### src/core/tpcpwm_defs.svh
`ifndef TPCPWM_DEFS_SVH
`define TPCPWM_DEFS_SVH

// register byte offsets on the wishbone slave
`define TPC_OFS_CTRL       4'h0
`define TPC_OFS_IRQ_STAT   4'h4
`define TPC_OFS_IRQ_MASK   4'h8
`define TPC_OFS_STATUS     4'hC

// control register fields
`define TPC_CTRL_SOFT_EN   0
`define TPC_CTRL_RST       1'h1

// interrupt status / mask fields
`define TPC_IRQ_MID        0
`define TPC_IRQ_TOP        1
`define TPC_IRQ_BITS       2
`define TPC_IRQ_RST        2'h0

// status register fields
`define TPC_ST_CNT_LSB     0
`define TPC_ST_DIR         24
`define TPC_ST_RUN         25
`define TPC_ST_DEAD        26

// synchroniser fill time after reset release
`define TPC_SYNC_FILL      2

`endif

### src/core/tpcpwm_pkg.sv
package tpcpwm_pkg;

   typedef enum logic [1:0] {
      TPC_ST_DELAY,
      TPC_ST_DOWN,
      TPC_ST_UP
   } tpc_carrier_t;

   typedef struct packed {
      logic high;
      logic low;
   } tpc_leg_t;

   typedef struct packed {
      logic       mid;
      logic       top;
   } tpc_event_t;

endpackage

### src/core/tpcpwm.sv
// Overview of operation
// RQ1: The carrier counter runs as a triangle, counting down to zero, then up to the peak, then down again, without end.
// RQ2: The carrier counter keeps running whenever reset is released, regardless of the enable input.
// RQ3: Reset is asynchronous and active low, and every flip-flop runs on the single system clock.
// RQ4: The enable input gates all six drive outputs to zero at once while low, and lets them run while high.
// RQ5: Each phase has its own duty input, compared against the carrier scaled to the programmed period.
// RQ6: The period input sets the full carrier period in system clock cycles.
// RQ7: The high-side and low-side drives of each leg are complementary.
// RQ8: After one switch of a leg turns off, the opposite switch turns on only after the dead time has elapsed.
// RQ9: After reset release, carrier generation is held off for the configured delay time.
// RQ10: A mid-match event is raised when the carrier reaches its middle point, at the bottom of the triangle.
// RQ11: One width parameter sets the width of the duty, period, dead-time and delay inputs and counters.
// RQ12: The high-side command is active while duty exceeds the carrier, and the low-side command is its complement.
// RQ13: Dead time and delay time are counts of system clock cycles, like the period.
//
// Local design decisions: the Wishbone slave port and the register addresses.

`include "tpcpwm_defs.svh"

module tpcpwm_sync #(
   parameter int W = 1
) (
   input  wire logic         clk,
   input  wire logic         nrst,
   input  wire logic [W-1:0] d,
   output logic      [W-1:0] q
);
   logic [W-1:0] meta_r;

   // two flops; the first is read by the second only
   always_ff @(posedge clk or negedge nrst) begin
      if (!nrst) begin
         meta_r <= '0;
         q      <= '0;
      end else begin
         meta_r <= d;
         q      <= meta_r;
      end
   end
endmodule // tpcpwm_sync

module tpcpwm_leg
   import tpcpwm_pkg::*;
#(
   parameter int W = 18
) (
   input  wire logic         clk,
   input  wire logic         nrst,
   input  wire logic         run,
   input  wire logic         cmd,
   input  wire logic [W-1:0] dead,
   output tpc_leg_t          leg,
   output logic              in_dead
);
   logic         cur_r;
   logic [W-1:0] dt_cnt_r;
   tpc_leg_t     leg_r;

   assign leg     = leg_r;
   assign in_dead = (dt_cnt_r != '0);

   always_ff @(posedge clk or negedge nrst) begin
      if (!nrst) begin
         cur_r    <= 1'b0;
         dt_cnt_r <= '0;
         leg_r    <= '0;
      end else if (!run) begin
         // restart with a full dead time so re-enabling never shoots through
         cur_r    <= cmd;
         dt_cnt_r <= dead;
         leg_r    <= '0;
      end else if (cmd != cur_r) begin
         cur_r    <= cmd;
         dt_cnt_r <= dead;                                  // [RQ8] [RQ13]
         leg_r    <= '0;                                    // [RQ8]
      end else if (dt_cnt_r != '0) begin
         dt_cnt_r <= dt_cnt_r - 1'b1;                       // [RQ8]
      end else begin
         leg_r.high <= cur_r;                               // [RQ7]
         leg_r.low  <= ~cur_r;                              // [RQ7]
      end
   end
endmodule // tpcpwm_leg

module TPCPWM
   import tpcpwm_pkg::*;
#(
   parameter int PORT_BIT_WIDTH = 18                        // [RQ11]
) (
   input  wire logic                      CLK,
   input  wire logic                      NRST,
   input  wire logic                      ENABLE,
   input  wire logic [PORT_BIT_WIDTH-1:0] DUTY_PHASE_A,
   input  wire logic [PORT_BIT_WIDTH-1:0] DUTY_PHASE_B,
   input  wire logic [PORT_BIT_WIDTH-1:0] DUTY_PHASE_C,
   input  wire logic [PORT_BIT_WIDTH-1:0] PWM_PERIOD,
   input  wire logic [PORT_BIT_WIDTH-1:0] DEAD_TIME,
   input  wire logic [PORT_BIT_WIDTH-1:0] DELAY_TIME,
   input  wire logic                      WB_CYC_I,
   input  wire logic                      WB_STB_I,
   input  wire logic                      WB_WE_I,
   input  wire logic [3:0]                WB_ADR_I,
   input  wire logic [31:0]               WB_DAT_I,
   input  wire logic [3:0]                WB_SEL_I,
   output logic      [31:0]               WB_DAT_O,
   output logic                           WB_ACK_O,
   output logic                           MID_MATCH,
   output logic                           IRQ,
   output logic                           DRIVE_A_HIGH,
   output logic                           DRIVE_A_LOW,
   output logic                           DRIVE_B_HIGH,
   output logic                           DRIVE_B_LOW,
   output logic                           DRIVE_C_HIGH,
   output logic                           DRIVE_C_LOW
);
   localparam int W = PORT_BIT_WIDTH;

   // ---------------- input synchronisers ----------------
   logic         en_s;
   logic [W-1:0] duty_s [3];
   logic [W-1:0] period_s;
   logic [W-1:0] dead_s;
   logic [W-1:0] delay_s;

   // word inputs are assumed quasi-static; duty and period are taken at each period top, dead and delay are used as synchronised
   tpcpwm_sync #(.W(1)) u_sync_en (
      .clk  (CLK),
      .nrst (NRST),
      .d    (ENABLE),
      .q    (en_s)
   );
   tpcpwm_sync #(.W(6*W)) u_sync_words (
      .clk  (CLK),
      .nrst (NRST),
      .d    ({DUTY_PHASE_A, DUTY_PHASE_B, DUTY_PHASE_C, PWM_PERIOD, DEAD_TIME, DELAY_TIME}),
      .q    ({duty_s[0], duty_s[1], duty_s[2], period_s, dead_s, delay_s})
   );

   // ---------------- carrier ----------------
   tpc_carrier_t state_r;
   logic [W-1:0] cnt_r;
   logic [W-1:0] peak_r;
   logic [W-1:0] dly_cnt_r;
   logic [1:0]   fill_r;
   logic         fill_done;
   tpc_event_t   ev;

   assign fill_done = (fill_r == 2'(`TPC_SYNC_FILL));
   assign ev.mid    = (state_r == TPC_ST_DOWN) && (cnt_r == '0);        // [RQ10]
   assign ev.top    = (state_r == TPC_ST_UP) && (cnt_r >= peak_r);

   // synchronised words are only trusted once the two flops have filled
   always_ff @(posedge CLK or negedge NRST) begin                     // [RQ3]
      if (!NRST) begin
         fill_r <= 2'h0;
      end else if (!fill_done) begin
         fill_r <= fill_r + 2'h1;
      end
   end

   always_ff @(posedge CLK or negedge NRST) begin                     // [RQ3]
      if (!NRST) begin
         state_r   <= TPC_ST_DELAY;
         cnt_r     <= '0;
         peak_r    <= '0;
         dly_cnt_r <= '0;
      end else begin
         // the enable input plays no part here
         unique case (state_r)                                         // [RQ2]
            TPC_ST_DELAY: begin
               if (fill_done && dly_cnt_r >= delay_s) begin            // [RQ9] [RQ13]
                  state_r <= TPC_ST_DOWN;
                  peak_r  <= period_s >> 1;                            // [RQ6]
                  cnt_r   <= period_s >> 1;
               end else if (fill_done) begin
                  dly_cnt_r <= dly_cnt_r + 1'b1;                       // [RQ9]
               end
            end
            TPC_ST_DOWN: begin
               if (cnt_r == '0) begin
                  state_r <= TPC_ST_UP;                                // [RQ1]
                  if (peak_r != '0) begin
                     cnt_r <= cnt_r + 1'b1;
                  end
               end else begin
                  cnt_r <= cnt_r - 1'b1;                               // [RQ1]
               end
            end
            TPC_ST_UP: begin
               if (cnt_r >= peak_r) begin
                  state_r <= TPC_ST_DOWN;                              // [RQ1]
                  peak_r  <= period_s >> 1;                            // [RQ6]
                  cnt_r   <= (period_s >> 1) - ((period_s > 'd1) ? W'(1) : W'(0));
               end else begin
                  cnt_r <= cnt_r + 1'b1;                               // [RQ1]
               end
            end
         endcase
      end
   end

   // ---------------- duty compare and dead time ----------------
   logic [W-1:0] duty_r [3];
   logic [2:0]   cmd_r;
   logic [2:0]   in_dead;
   tpc_leg_t     leg [3];
   logic         run;
   logic         ctrl_soft_en_r;
   logic         words_ok_r;

   // legs wait one clock past the fill, so their first dead count is a real one
   always_ff @(posedge CLK or negedge NRST) begin
      if (!NRST) begin
         words_ok_r <= 1'b0;
      end else begin
         words_ok_r <= fill_done;                                      // [RQ8]
      end
   end

   assign run = en_s & ctrl_soft_en_r & words_ok_r;

   // duties are taken at the period top so a pulse is never cut mid-period
   always_ff @(posedge CLK or negedge NRST) begin
      if (!NRST) begin
         duty_r <= '{default: '0};
      end else if (ev.top || state_r == TPC_ST_DELAY) begin
         duty_r <= duty_s;                                             // [RQ5]
      end
   end

   always_ff @(posedge CLK or negedge NRST) begin
      if (!NRST) begin
         cmd_r <= 3'h0;
      end else begin
         for (int i = 0; i < 3; i++) begin
            // carrier spans half the period, so it is doubled to match duty
            cmd_r[i] <= (state_r != TPC_ST_DELAY) &&
                        ({1'b0, duty_r[i]} > {cnt_r, 1'b0});         // [RQ12] [RQ5]
         end
      end
   end

   for (genvar g = 0; g < 3; g++) begin : g_leg
      tpcpwm_leg #(.W(W)) u_leg (
         .clk     (CLK),
         .nrst    (NRST),
         .run     (run),
         .cmd     (cmd_r[g]),
         .dead    (dead_s),
         .leg     (leg[g]),
         .in_dead (in_dead[g])
      );
   end

   // the raw pin gates the flops so a disable acts without waiting for a clock
   assign DRIVE_A_HIGH = leg[0].high & ENABLE;                         // [RQ4]
   assign DRIVE_A_LOW  = leg[0].low  & ENABLE;                         // [RQ4]
   assign DRIVE_B_HIGH = leg[1].high & ENABLE;                         // [RQ4]
   assign DRIVE_B_LOW  = leg[1].low  & ENABLE;                         // [RQ4]
   assign DRIVE_C_HIGH = leg[2].high & ENABLE;                         // [RQ4]
   assign DRIVE_C_LOW  = leg[2].low  & ENABLE;                         // [RQ4]

   // ---------------- mid-match pulse ----------------
   always_ff @(posedge CLK or negedge NRST) begin
      if (!NRST) begin
         MID_MATCH <= 1'b0;
      end else begin
         MID_MATCH <= ev.mid;                                          // [RQ10]
      end
   end

   // ---------------- wishbone slave ----------------
   logic [`TPC_IRQ_BITS-1:0] irq_stat_r;
   logic [`TPC_IRQ_BITS-1:0] irq_mask_r;
   logic [`TPC_IRQ_BITS-1:0] irq_set;
   logic                     wb_req;
   logic                     wb_wr;
   logic [31:0]              rd_nxt;

   assign wb_req  = WB_CYC_I & WB_STB_I & ~WB_ACK_O;
   assign wb_wr   = wb_req & WB_WE_I & WB_SEL_I[0];
   assign irq_set = {ev.top, ev.mid};

   always_ff @(posedge CLK or negedge NRST) begin
      if (!NRST) begin
         WB_ACK_O <= 1'b0;
      end else begin
         WB_ACK_O <= wb_req;
      end
   end

   always_ff @(posedge CLK or negedge NRST) begin
      if (!NRST) begin
         ctrl_soft_en_r <= `TPC_CTRL_RST;
         irq_mask_r     <= `TPC_IRQ_RST;
      end else if (wb_wr) begin
         if (WB_ADR_I == `TPC_OFS_CTRL) begin
            ctrl_soft_en_r <= WB_DAT_I[`TPC_CTRL_SOFT_EN];
         end
         if (WB_ADR_I == `TPC_OFS_IRQ_MASK) begin
            irq_mask_r <= WB_DAT_I[`TPC_IRQ_BITS-1:0];
         end
      end
   end

   // a new event in the clearing cycle survives the write-one-to-clear
   always_ff @(posedge CLK or negedge NRST) begin
      if (!NRST) begin
         irq_stat_r <= `TPC_IRQ_RST;
      end else if (wb_wr && WB_ADR_I == `TPC_OFS_IRQ_STAT) begin
         irq_stat_r <= (irq_stat_r & ~WB_DAT_I[`TPC_IRQ_BITS-1:0]) | irq_set;
      end else begin
         irq_stat_r <= irq_stat_r | irq_set;
      end
   end

   assign IRQ = |(irq_stat_r & irq_mask_r);

   always_comb begin
      rd_nxt = 32'h0000_0000;
      unique case (WB_ADR_I)
         `TPC_OFS_CTRL:     rd_nxt[`TPC_CTRL_SOFT_EN] = ctrl_soft_en_r;
         `TPC_OFS_IRQ_STAT: rd_nxt[`TPC_IRQ_BITS-1:0] = irq_stat_r;
         `TPC_OFS_IRQ_MASK: rd_nxt[`TPC_IRQ_BITS-1:0] = irq_mask_r;
         `TPC_OFS_STATUS: begin
            rd_nxt[`TPC_ST_CNT_LSB +: 24] = 24'(cnt_r);
            rd_nxt[`TPC_ST_DIR]           = (state_r == TPC_ST_UP);
            rd_nxt[`TPC_ST_RUN]           = (state_r != TPC_ST_DELAY);
            rd_nxt[`TPC_ST_DEAD]          = |in_dead;
         end
         default:           rd_nxt = 32'h0000_0000;
      endcase
   end

   always_ff @(posedge CLK or negedge NRST) begin
      if (!NRST) begin
         WB_DAT_O <= 32'h0000_0000;
      end else if (wb_req && !WB_WE_I) begin
         WB_DAT_O <= rd_nxt;
      end
   end

endmodule // TPCPWM

### config.mk
export PLATFORM = sky130hd
export DESIGN_NAME = TPCPWM
export DESIGN_NICKNAME = d
export VERILOG_FILES = /design/src/core/tpcpwm_pkg.sv /design/src/core/tpcpwm.sv
export VERILOG_INCLUDE_DIRS = /design/src /design/src/core
export SDC_FILE = /design/constraint.sdc
export NUM_CORES = 1
export LEC_CHECK = 0
export BUFFER_PORTS_ARGS = -buffer_cell sky130_fd_sc_hd__buf_2
export CORE_MARGIN = 3
export CORE_UTILIZATION = 50
export DETAILED_ROUTE_END_ITERATION = 8
export HOLD_SLACK_MARGIN = 0.05
export PLACE_DENSITY_LB_ADDON = 0.1
export SLEW_MARGIN = 5
export SYNTH_ARGS = -nofsm -noshare
export SYNTH_HDL_FRONTEND = slang
export SYNTH_SLANG_ARGS = --single-unit
export TNS_END_PERCENT = 30
### constraint.sdc
create_clock -name CLK -period 2.9 [get_ports CLK]
set_input_delay 0.145 -clock CLK [delete_from_list [all_inputs] [get_ports CLK]]
set_output_delay 0.145 -clock CLK [all_outputs]
set_load 0.02 [all_outputs]
After elaboration in Yosys (flattened, before gate mapping). Cells that the tools add are included.

Flip-flop bits (word level): 431. Output and inout bits: 41.

Add/sub/neg operators: 8. Order comparisons: 6. Equality and inequality tests: 22. Multiplexer cells: 40. Bitwise gates (word level): 22. Reductions and logical operators: 27.

Operator list (count): $mux 18 (14); $reduce_bool 18->1 (4); $sub 18x1->18 const B (4); $gt 18x19->1 (3); $pmux 18 s3 (1); $add 18x1->18 const B (2); $ge 18x18->1 (2); $pmux 18 s2 (1); $mux 2 (13); $mux 25 (1); $gt 18x1->1 const B (1); $logic_not 18->1 (1); $sub 17x1->18 (1); $and 1x1->1 (12); $ne 3x3->1 const B (4); $reduce_and 3->1 (3); $eq 4x4->1 const B (2); $logic_and 1x1->1 (8); $mux 1 (7); $ne 2x1->1 const B (3); $ne 2x2->1 const B (3); $ne 3x1->1 const B (2); $pmux 2 s3 (1); $reduce_and 2->1 (3); other kinds (19) (29).

Logic depth before layout (Yosys ltp). Gate-level depths: netlist of run 1.

Depth after elaboration: 6. Gate-level depth with buffers: 13. Gate-level depth less buffers: 13.

By module. Synthesis of run 1 repeated with hierarchy kept, for this count alone.

Cell total of the unflattened synthesis: 1580. Area total of the unflattened synthesis: 18746.7 um^2.

By module, submodules not included: TPCPWM (times used 1, cells an instance 920, area an instance 9270.1 um^2, seq. area each 3579.7 um^2); tpcpwm_sync at u_sync_words (times used 1, cells an instance 216, area an instance 5405.2 um^2, seq. area each 5405.2 um^2); tpcpwm_leg at g_leg[1].u_leg ... (times used 2, cells an instance 149, area an instance 1368.8 um^2, seq. area each 525.5 um^2); tpcpwm_leg at g_leg[0].u_leg (times used 1, cells an instance 144, area an instance 1283.7 um^2, seq. area each 525.5 um^2); tpcpwm_sync at u_sync_en (times used 1, cells an instance 2, area an instance 50.0 um^2, seq. area each 50.0 um^2).

Worst setup path before layout of run 1. OpenSTA, ideal clock, no wires.

Path type: register to register. Start point: register u_sync_words.q[48]. End point: register cnt_r[14]. Arrival: 2799 ps. Required time: 2779 ps. Setup slack: -20 ps. Cell stages (with the launch flop): 13. Clock period less this slack: 2920 ps. Cell sequence: dfrtp_1 or4_1 nor4_1 and4_1 nand2_1 ha_1 ha_1 nor4b_2 nand2_1 nor3_1 xor2_1 a221o_1 a22o_1.

Cells in the longest elaborated chain, start to end: 5.

Ends and longest elaborated chain: start: declaration (RTL line tpcpwm.sv:26) `output logic [W-1:0] q`; start signal: assignment (RTL line tpcpwm.sv:37) `q <= meta_r;`; $gt 18x1->1 (RTL line tpcpwm.sv:193) `cnt_r <= (period_s >> 1) - ((period_s > 'd1) ? W'(1) : W'(0));`; $mux 1 (RTL line tpcpwm.sv:193); $sub 17x1->18 * (RTL line tpcpwm.sv:193); $mux 18 * (RTL line tpcpwm.sv:190) `if (cnt_r >= peak_r) begin`; $pmux 18 s3 * (RTL line tpcpwm.sv:169) `unique case (state_r)`; end signal: assignment (RTL line tpcpwm.sv:174) `cnt_r <= period_s >> 1;`; end signal: assignment (RTL line tpcpwm.sv:193); end signal: assignment (RTL line tpcpwm.sv:195) `cnt_r <= cnt_r + 1'b1;`; end: declaration (RTL line tpcpwm.sv:141) `logic [W-1:0] cnt_r;`.

Every way passes the cells marked *; elsewhere a longest branch is shown, timed or not. A chain may end at the register's enable or synchronous reset.

Final worst setup path of run 1.
Start point: register u_sync_words.q[49]. End point: register cnt_r[14].

The elaborated chain is that of the path after synthesis.

==> run metrics, run 1 <==
CTS Buf Count 44; Synth Register Bits between 400 and 500; cell area after synthesis 18310 µm²; initial antenna violation count 0; commonest cells in the synthesized netlist 421 x dfrtp_1, 132 x nand2_1, 104 x ha_1, 87 x inv_1, 87 x o21ai_0; CP startpoint kind flip-flop; nets 2150; CP required 3370 ps; Power Internal ~13 mW; Worst EP arrival between 3000 and 4000 ps; Layout fillers approximately 2800; # H-tree levels 2; switching share of power 0.3247; root buf cell clkbuf_16; Slew HR 0.4681; clock transition at the registers of the reported paths ~60 ps; total power ~20 mW; TritonRoute pass-1 iters 5; cell with the most instances after synthesis dfrtp_1; synth warn 0; CP Max Fanout 3; Port Buffers about 150; crit path time final ~2800 ps; Top FF cell, synth dfrtp_1; CP Class reg2reg; top-area cell type share of the netlist area 0.5754; Seq pwr share 0.380; measured slew at the worst slew-check pin between 700 and 800 ps; PwrDens 870.5 nW/µm²; detailed router's first-iteration violation count 984; area leader, netlist dfrtp_1; die area 38950 µm²; RSZ-0062 raised after global routing yes; first-pass GRT wire length approximately 72000 µm; DP Wirelength slightly above 30000 µm; total gr overflow 0; Placer Congestion ~0.91; ANT nets after route 0; vias per cell 5.382; sequential area share after synthesis 0.5768; share of layout cells above drive strength 1 0.2211; synth unique cells 85; Clk pwr share 0.300; final setup fails 0; fraction of registers with async set/reset 1.000; final period utilization 0.9698; Hold WC Path Type in2reg; Fin. Hold Viols 0; synth top area cells dfrtp_1 58%, ha_1 7.1%, mux2_2 4.1%, xnor2_1 3.3%, nand2_1 2.7%; Vert. Die Dim approximately 200 µm; WL/cell 18.36 µm; EDFF count, synth 0; WL final about 44000 µm; diode count 0; Initial Util 0.5110; combinational share of power 0.320; Avg Cell Area, Syn approximately 12 µm²; Layout Utilization 0.6399; core area around 36000 µm²; num rows between 60 and 70; Post-route DRC 0; Max Cap Viol 0; NetSw approximately 6.5 mW; CTS sink cnt 422; Peak Freq about 360 MHz; Slew Viols, Final 0; Max Root-Sink Buffers 3; GRT Total Usage 0.2332; CTS tree yes; Area Growth Syn to Fin 25.22%; CP endpoint kind flip-flop; Die X 197.4 µm; worst vdd ir 0.5761 mV; clk_lat worst skew around 580 ps; vias in the first global route about 13000; status finished, final reports clean; Mapped Cells 1551; vias 12852; # IOs about 200; static leakage between 10 and 15 nW; largest net degree at the start of global routing between 80 and 90; Clock Skews 19.01 ps
## worst max-delay path: stages, from the launching register on
cell	delay, ps
dfrtp_1	380
or4_4	560
nor4_4	180
and4_1	260
nand2_2	80
ha_4	180
ha_4	150
nor4b_4	140
nand2_2	100
nor3_2	50
xor2_1	130
a221o_1	320
a22o_1	180
## metal layers
metal | vias to the layer above | track usage | wire length (µm)
met2 | 369 | 0.3731 | 20340
met1 | 6265 | 0.3287 | 19790
li1 | 6144 | - | -
met5 | - | 0 | 0
met4 | 0 | 0.08131 | 1186
met3 | 74 | 0.03514 | 2519
## timing repair
item	4_1_cts	5_1_grt
gates resized for setup	5	12
setup buffers	1	2
hold endpoints to repair	191	0
hold buffers	118	0
endpoints found under the setup margin	8	37
pin swaps	4	9
## per-stage QoR
step / area (µm²) / setup slack, ps / instances / hold WS, ps / TNS [ps]
after floorplan: 18350 / 27.25 / 1561 / -150.6 / 0
after global placement: 20090 / -38.56 / 2186 / 209.9 / -96.56
after detailed placement: 20090 / -135.8 / 2186 / 214.2 / -497.6
after CTS: 22860 / 2.220 / 2386 / 51.16 / 0
after global routing: 22930 / -44.65 / 2388 / 124.6 / -124.7
final: 22930 / 87.50 / 2388 / 78.53 / 0
## power groups by stage
stage                     clock (mW)  combinational (mW)  sequential [mW]
after global routing            6.37                7.17             7.69
after floorplan                    0                4.39             7.42
after CTS                       6.14                6.35             7.59
after detailed placement           0                6.16             7.68
after global placement             0                5.98             7.66
final                           5.98                6.39             7.59
## cells in the final DEF (no fill, tap or decap), types with 14 or more instances in the layout
master         count
a21o_1            14
a21oi_1           49
a22o_1            22
buf_2            148
buf_4             79
clkbuf_16         45
dfrtp_1          421
dlygate4sd3_1    118
ha_1             102
inv_1             87
mux2_2            66
nand2_1          130
nand3_1           35
nand4_1           30
nor2_1            66
nor3_1            42
nor4_1            25
o21ai_0           86
xnor2_1           69
xor2_1            14
## registers in the layout (all words and copies together), names as in the netlist
| name | flops |
|---|---|
| MID_MATCH | 1 |
| WB_ACK_O | 1 |
| WB_DAT_O | 21 |
| cmd_r | 3 |
| cnt_r | 18 |
| ctrl_soft_en_r | 1 |
| dly_cnt_r | 18 |
| duty_r | 54 |
| fill_r | 2 |
| g_leg.u_leg.cur_r | 3 |
| g_leg.u_leg.dt_cnt_r | 54 |
| g_leg.u_leg.leg | 6 |
| irq_mask_r | 2 |
| irq_stat_r | 2 |
| peak_r | 17 |
| state_r | 2 |
| u_sync_en.meta_r | 1 |
| u_sync_en.q | 1 |
| u_sync_words.meta_r | 107 |
| u_sync_words.q | 107 |
| words_ok_r | 1 |
## final cells by class
type | instances | area (µm²) | area share
well taps | 461 | 576.8 | 0.02516
clock inverters | 26 | 326.6 | 0.01424
repair buffers | 356 | 2730 | 0.1191
clock buffers | 55 | 1234 | 0.05381
multi-input cells | 981 | 7171 | 0.3128
flip-flops and latches | 422 | 10560 | 0.4607
inverters | 87 | 326.6 | 0.01424
## cell families (layout without fill, tap and decap cells)
group | Yosys count | after routing | synth area share
fa+ha+maj | 104 | 104 | 0.07107
compound gates | 271 | 271 | 0.09704
other cells | 1 | 11 | 0.0002048
buf+inv | 158 | 524 | 0.03834
xor+xnor | 83 | 83 | 0.03970
flops | 422 | 422 | 0.5768
simple gates | 431 | 431 | 0.1259
mux | 81 | 81 | 0.05084
## path summary, 6_finish.rpt
path	slack (ps)	endpoint	cells after the start	start
hold reg to reg	340	u_sync_words.q[16]$_DFF_PN0_	0	u_sync_words.meta_r[16]$_DFF_PN0_
max in group asynchronous	1830	g_leg[2].u_leg.dt_cnt_r[10]$_DFFE_PN0P_	3	NRST
min in group asynchronous	150	u_sync_words.meta_r[5]$_DFF_PN0_	2	NRST
setup / recovery	90	cnt_r[14]$_DFFE_PN0P_	12	u_sync_words.q[49]$_DFF_PN0_
setup reg to reg	90	cnt_r[14]$_DFFE_PN0P_	12	u_sync_words.q[49]$_DFF_PN0_
hold / removal	80	irq_stat_r[0]$_DFF_PN0_	6	WB_WE_I
(Power assumes the default switching activity.)
==> run 2: changes to the inputs <==
--- a/config.mk
+++ b/config.mk
@@ -7,8 +7,10 @@
 export NUM_CORES = 1
 export LEC_CHECK = 0
 export BUFFER_PORTS_ARGS = -buffer_cell sky130_fd_sc_hd__buf_2
+export CELL_PAD_IN_SITES_DETAIL_PLACEMENT = 1
+export CELL_PAD_IN_SITES_GLOBAL_PLACEMENT = 1
 export CORE_MARGIN = 3
-export CORE_UTILIZATION = 50
+export CORE_UTILIZATION = 43
 export DETAILED_ROUTE_END_ITERATION = 8
 export HOLD_SLACK_MARGIN = 0.05
 export PLACE_DENSITY_LB_ADDON = 0.1
==> run metrics, run 2 (same netlist as run 1, synthesis figures left out) <==
total gr overflow 0 (unchanged); CP startpoint kind flip-flop (unchanged); slowest stage delay, CP 470 ps (was 560 ps); Slowest-stage cell, CP a31oi_2 (was or4_4); CP Class reg2reg (unchanged); detailed router's first-iteration violation count 769 (was 984); WL/cell 20.57 µm (was 18.36 µm); Fin. Hold Viols 0 (unchanged); R2R setup slack 40 ps (was 90 ps); worst vdd ir 0.4847 mV (was 0.5761 mV); crit path time final 2855 ps (was 2813 ps); crit path buf inv count 3 (was 0); Area Growth Syn to Fin 26.18% (was 25.22%); Finished Layout Cells 2470 (was 2388); vias in the first global route 14433 (was 13407); num rows 74 (was 69); core area 41480 µm² (was 35830 µm²); Port Buffers 149 (unchanged); CP Max Fanout 33 (was 3); clock transition at the registers of the reported paths 70 ps (was 60 ps); largest net degree at the start of global routing 76 (was 85); Peak Freq 350.2 MHz (was 355.6 MHz); Clock Skews 25.84 ps (was 19.01 ps); status finished, final reports clean (unchanged); # IOs 195 (unchanged); static leakage 10.60 nW (was 10.56 nW); initial antenna violation count 0 (unchanged); # H-tree levels 2 (unchanged); Cell Chain, Critical Path inv_1, ha_1, nand4_1, nor3_2, buf_4, a22oi_1, a31oi_2, nor2_4, buf_12, mux2_2 (was or4_4, nor4_4, and4_1, nand2_2, ha_4, ha_4, nor4b_4, nand2_2, nor3_2, xor2_1, a221o_1, a22o_1); ANT nets after route 0 (unchanged); measured slew at the worst slew-check pin 689.6 ps (was 790.6 ps); commonest cells after routing, fill and taps aside 421 x dfrtp_1, 148 x buf_2, 129 x nand2_1 (was 421 x dfrtp_1, 148 x buf_2, 130 x nand2_1); nets 2161 (was 2150); vias 13168 (was 12852); Layout Utilization 0.5570 (was 0.6399); Crit path max-delay family simple AND/OR/NAND/NOR gates (unchanged); WL final 50810 µm (was 43840 µm); share of layout cells above drive strength 1 0.2260 (was 0.2211); final period utilization 0.9846 (was 0.9698); DP Cell Count 2263 (was 2186); CTS tree yes (unchanged); diode count 0 (unchanged); Max Cap Viol 0 (unchanged); RSZ-0062 raised after global routing yes (unchanged); first-pass GRT wire length 81010 µm (was 71930 µm); Worst EP arrival 3330 ps (was 3280 ps); PwrDens 875.3 nW/µm² (was 870.5 nW/µm²); vias per cell 5.331 (was 5.382); setup TNS 0 ps (unchanged); total power 20.22 mW (was 19.96 mW); Vert. Die Dim 212.3 µm (was 197.4 µm); TritonRoute pass-1 iters 4 (was 5); most common library cell in the layout ignoring fill and taps dfrtp_1 (unchanged); CP endpoint kind flip-flop (unchanged); Die X 212.3 µm (was 197.4 µm); Placer Congestion 0.8777 (was 0.9086); largest registers u_sync_words.meta_r (107), u_sync_words.q (107) (unchanged); CTS Buf Count 45 (was 44); Hold WC Path Type in2reg (unchanged); Slew Viols, Final 0 (unchanged); Initial Util 0.4414 (was 0.5110); final setup fails 0 (unchanged); root buf cell clkbuf_16 (unchanged); die area 45090 µm² (was 38950 µm²); Max Root-Sink Buffers 3 (unchanged); Slew HR 0.5403 (was 0.4681); GRT Total Usage 0.2307 (was 0.2332); clk_lat worst skew 600 ps (was 580 ps); CP required 3380 ps (was 3370 ps); DP Wirelength 35440 µm (was 30720 µm); Final Hold Slack 106.0 ps (was 78.53 ps); CTS sink cnt 422 (unchanged); Post-route DRC 0 (unchanged)
==> run 2: changes by cell type in the layout (fill, tap and decap cells not counted), moves of 2 or more <==
cell | previous run | this run
bufinv_16 | 7 | 3
clkinv_4 | 1 | 5
inv_16 | 0 | 3
dlygate4sd3_1 | 118 | 121
buf_4 | 79 | 85
inv_6 | 2 | 0
clkinv_2 | 12 | 10
==> run 2: timing repair <==
| item | CTS | global route |
|---|---|---|
| endpoints found under the hold margin | 192 | 0 |
| gates resized for setup | 14 | 11 |
| buffers inserted | 2 | 2 |
| endpoints found under the setup margin | 7 | 30 |
| hold buffers | 121 | 0 |
| pin swaps | 8 | 7 |
==> run 2: worst register-to-register path, cell delays in order, from the launching register on <==
cell     delay (ps)
dfrtp_1         420
inv_1            70
ha_1            290
nand4_1         290
nor3_2          330
buf_4           160
a22oi_1         100
a31oi_2         470
nor2_4           90
buf_12          190
mux2_2          340
==> run 2: path summary, 6_finish.rpt <==
| path | from | end | depth (start not counted) |
|---|---|---|---|
| max in group asynchronous | NRST | u_sync_words.q[74]$_DFF_PN0_ | 3 |
| max | peak_r[8]$_DFFE_PN0P_ | duty_r[30]$_DFFE_PN0P_ | 10 |
| max reg2reg | peak_r[8]$_DFFE_PN0P_ | duty_r[30]$_DFFE_PN0P_ | 10 |
| min | WB_SEL_I[0] | irq_stat_r[0]$_DFF_PN0_ | 6 |
| min in group asynchronous | NRST | u_sync_words.meta_r[2]$_DFF_PN0_ | 2 |
| min reg2reg | u_sync_words.meta_r[66]$_DFF_PN0_ | u_sync_words.q[66]$_DFF_PN0_ | 0 |
==> run 2: final cells by class <==
| type | instances | area, µm² |
|---|---|---|
| clock inverters | 26 | 281.5 |
| fillers | 4356 | 18380 |
| inverters | 87 | 326.6 |
| multi-input cells | 981 | 7213 |
| well taps | 532 | 665.6 |
| clock buffers | 56 | 1237 |
| repair buffers | 366 | 2816 |
| flip-flops and latches | 422 | 10560 |
==> run 2: per-stage QoR <==
stage	setup slack, ps	cell area, µm²
finish	44.68	23100
global route	-33.98	23100
CTS	-31.77	23030
detailed placement	-102.7	20220
global placement	-49.32	20220
floorplan	27.25	18350
==> run 2: metal layers <==
metal / GRT usage / up-vias / wire (µm)
li1: - / 6169 / -
met3: 0.03674 / 73 / 2232
met5: 0 / - / 0
met4: 0.06630 / 0 / 1133
met2: 0.3862 / 248 / 24580
met1: 0.3133 / 6678 / 22860
==> run 2: power by group <==
group / switching, mW / internal (mW) / total (mW) / leakage, nW
sequential: 0.779 / 6.86 / 7.64 / 5.03
combinational: 3.67 / 3.05 / 6.71 / 4.83
clock: 2.51 / 3.35 / 5.87 / 0.742
total: 6.96 / 13.3 / 20.2 / 10.6
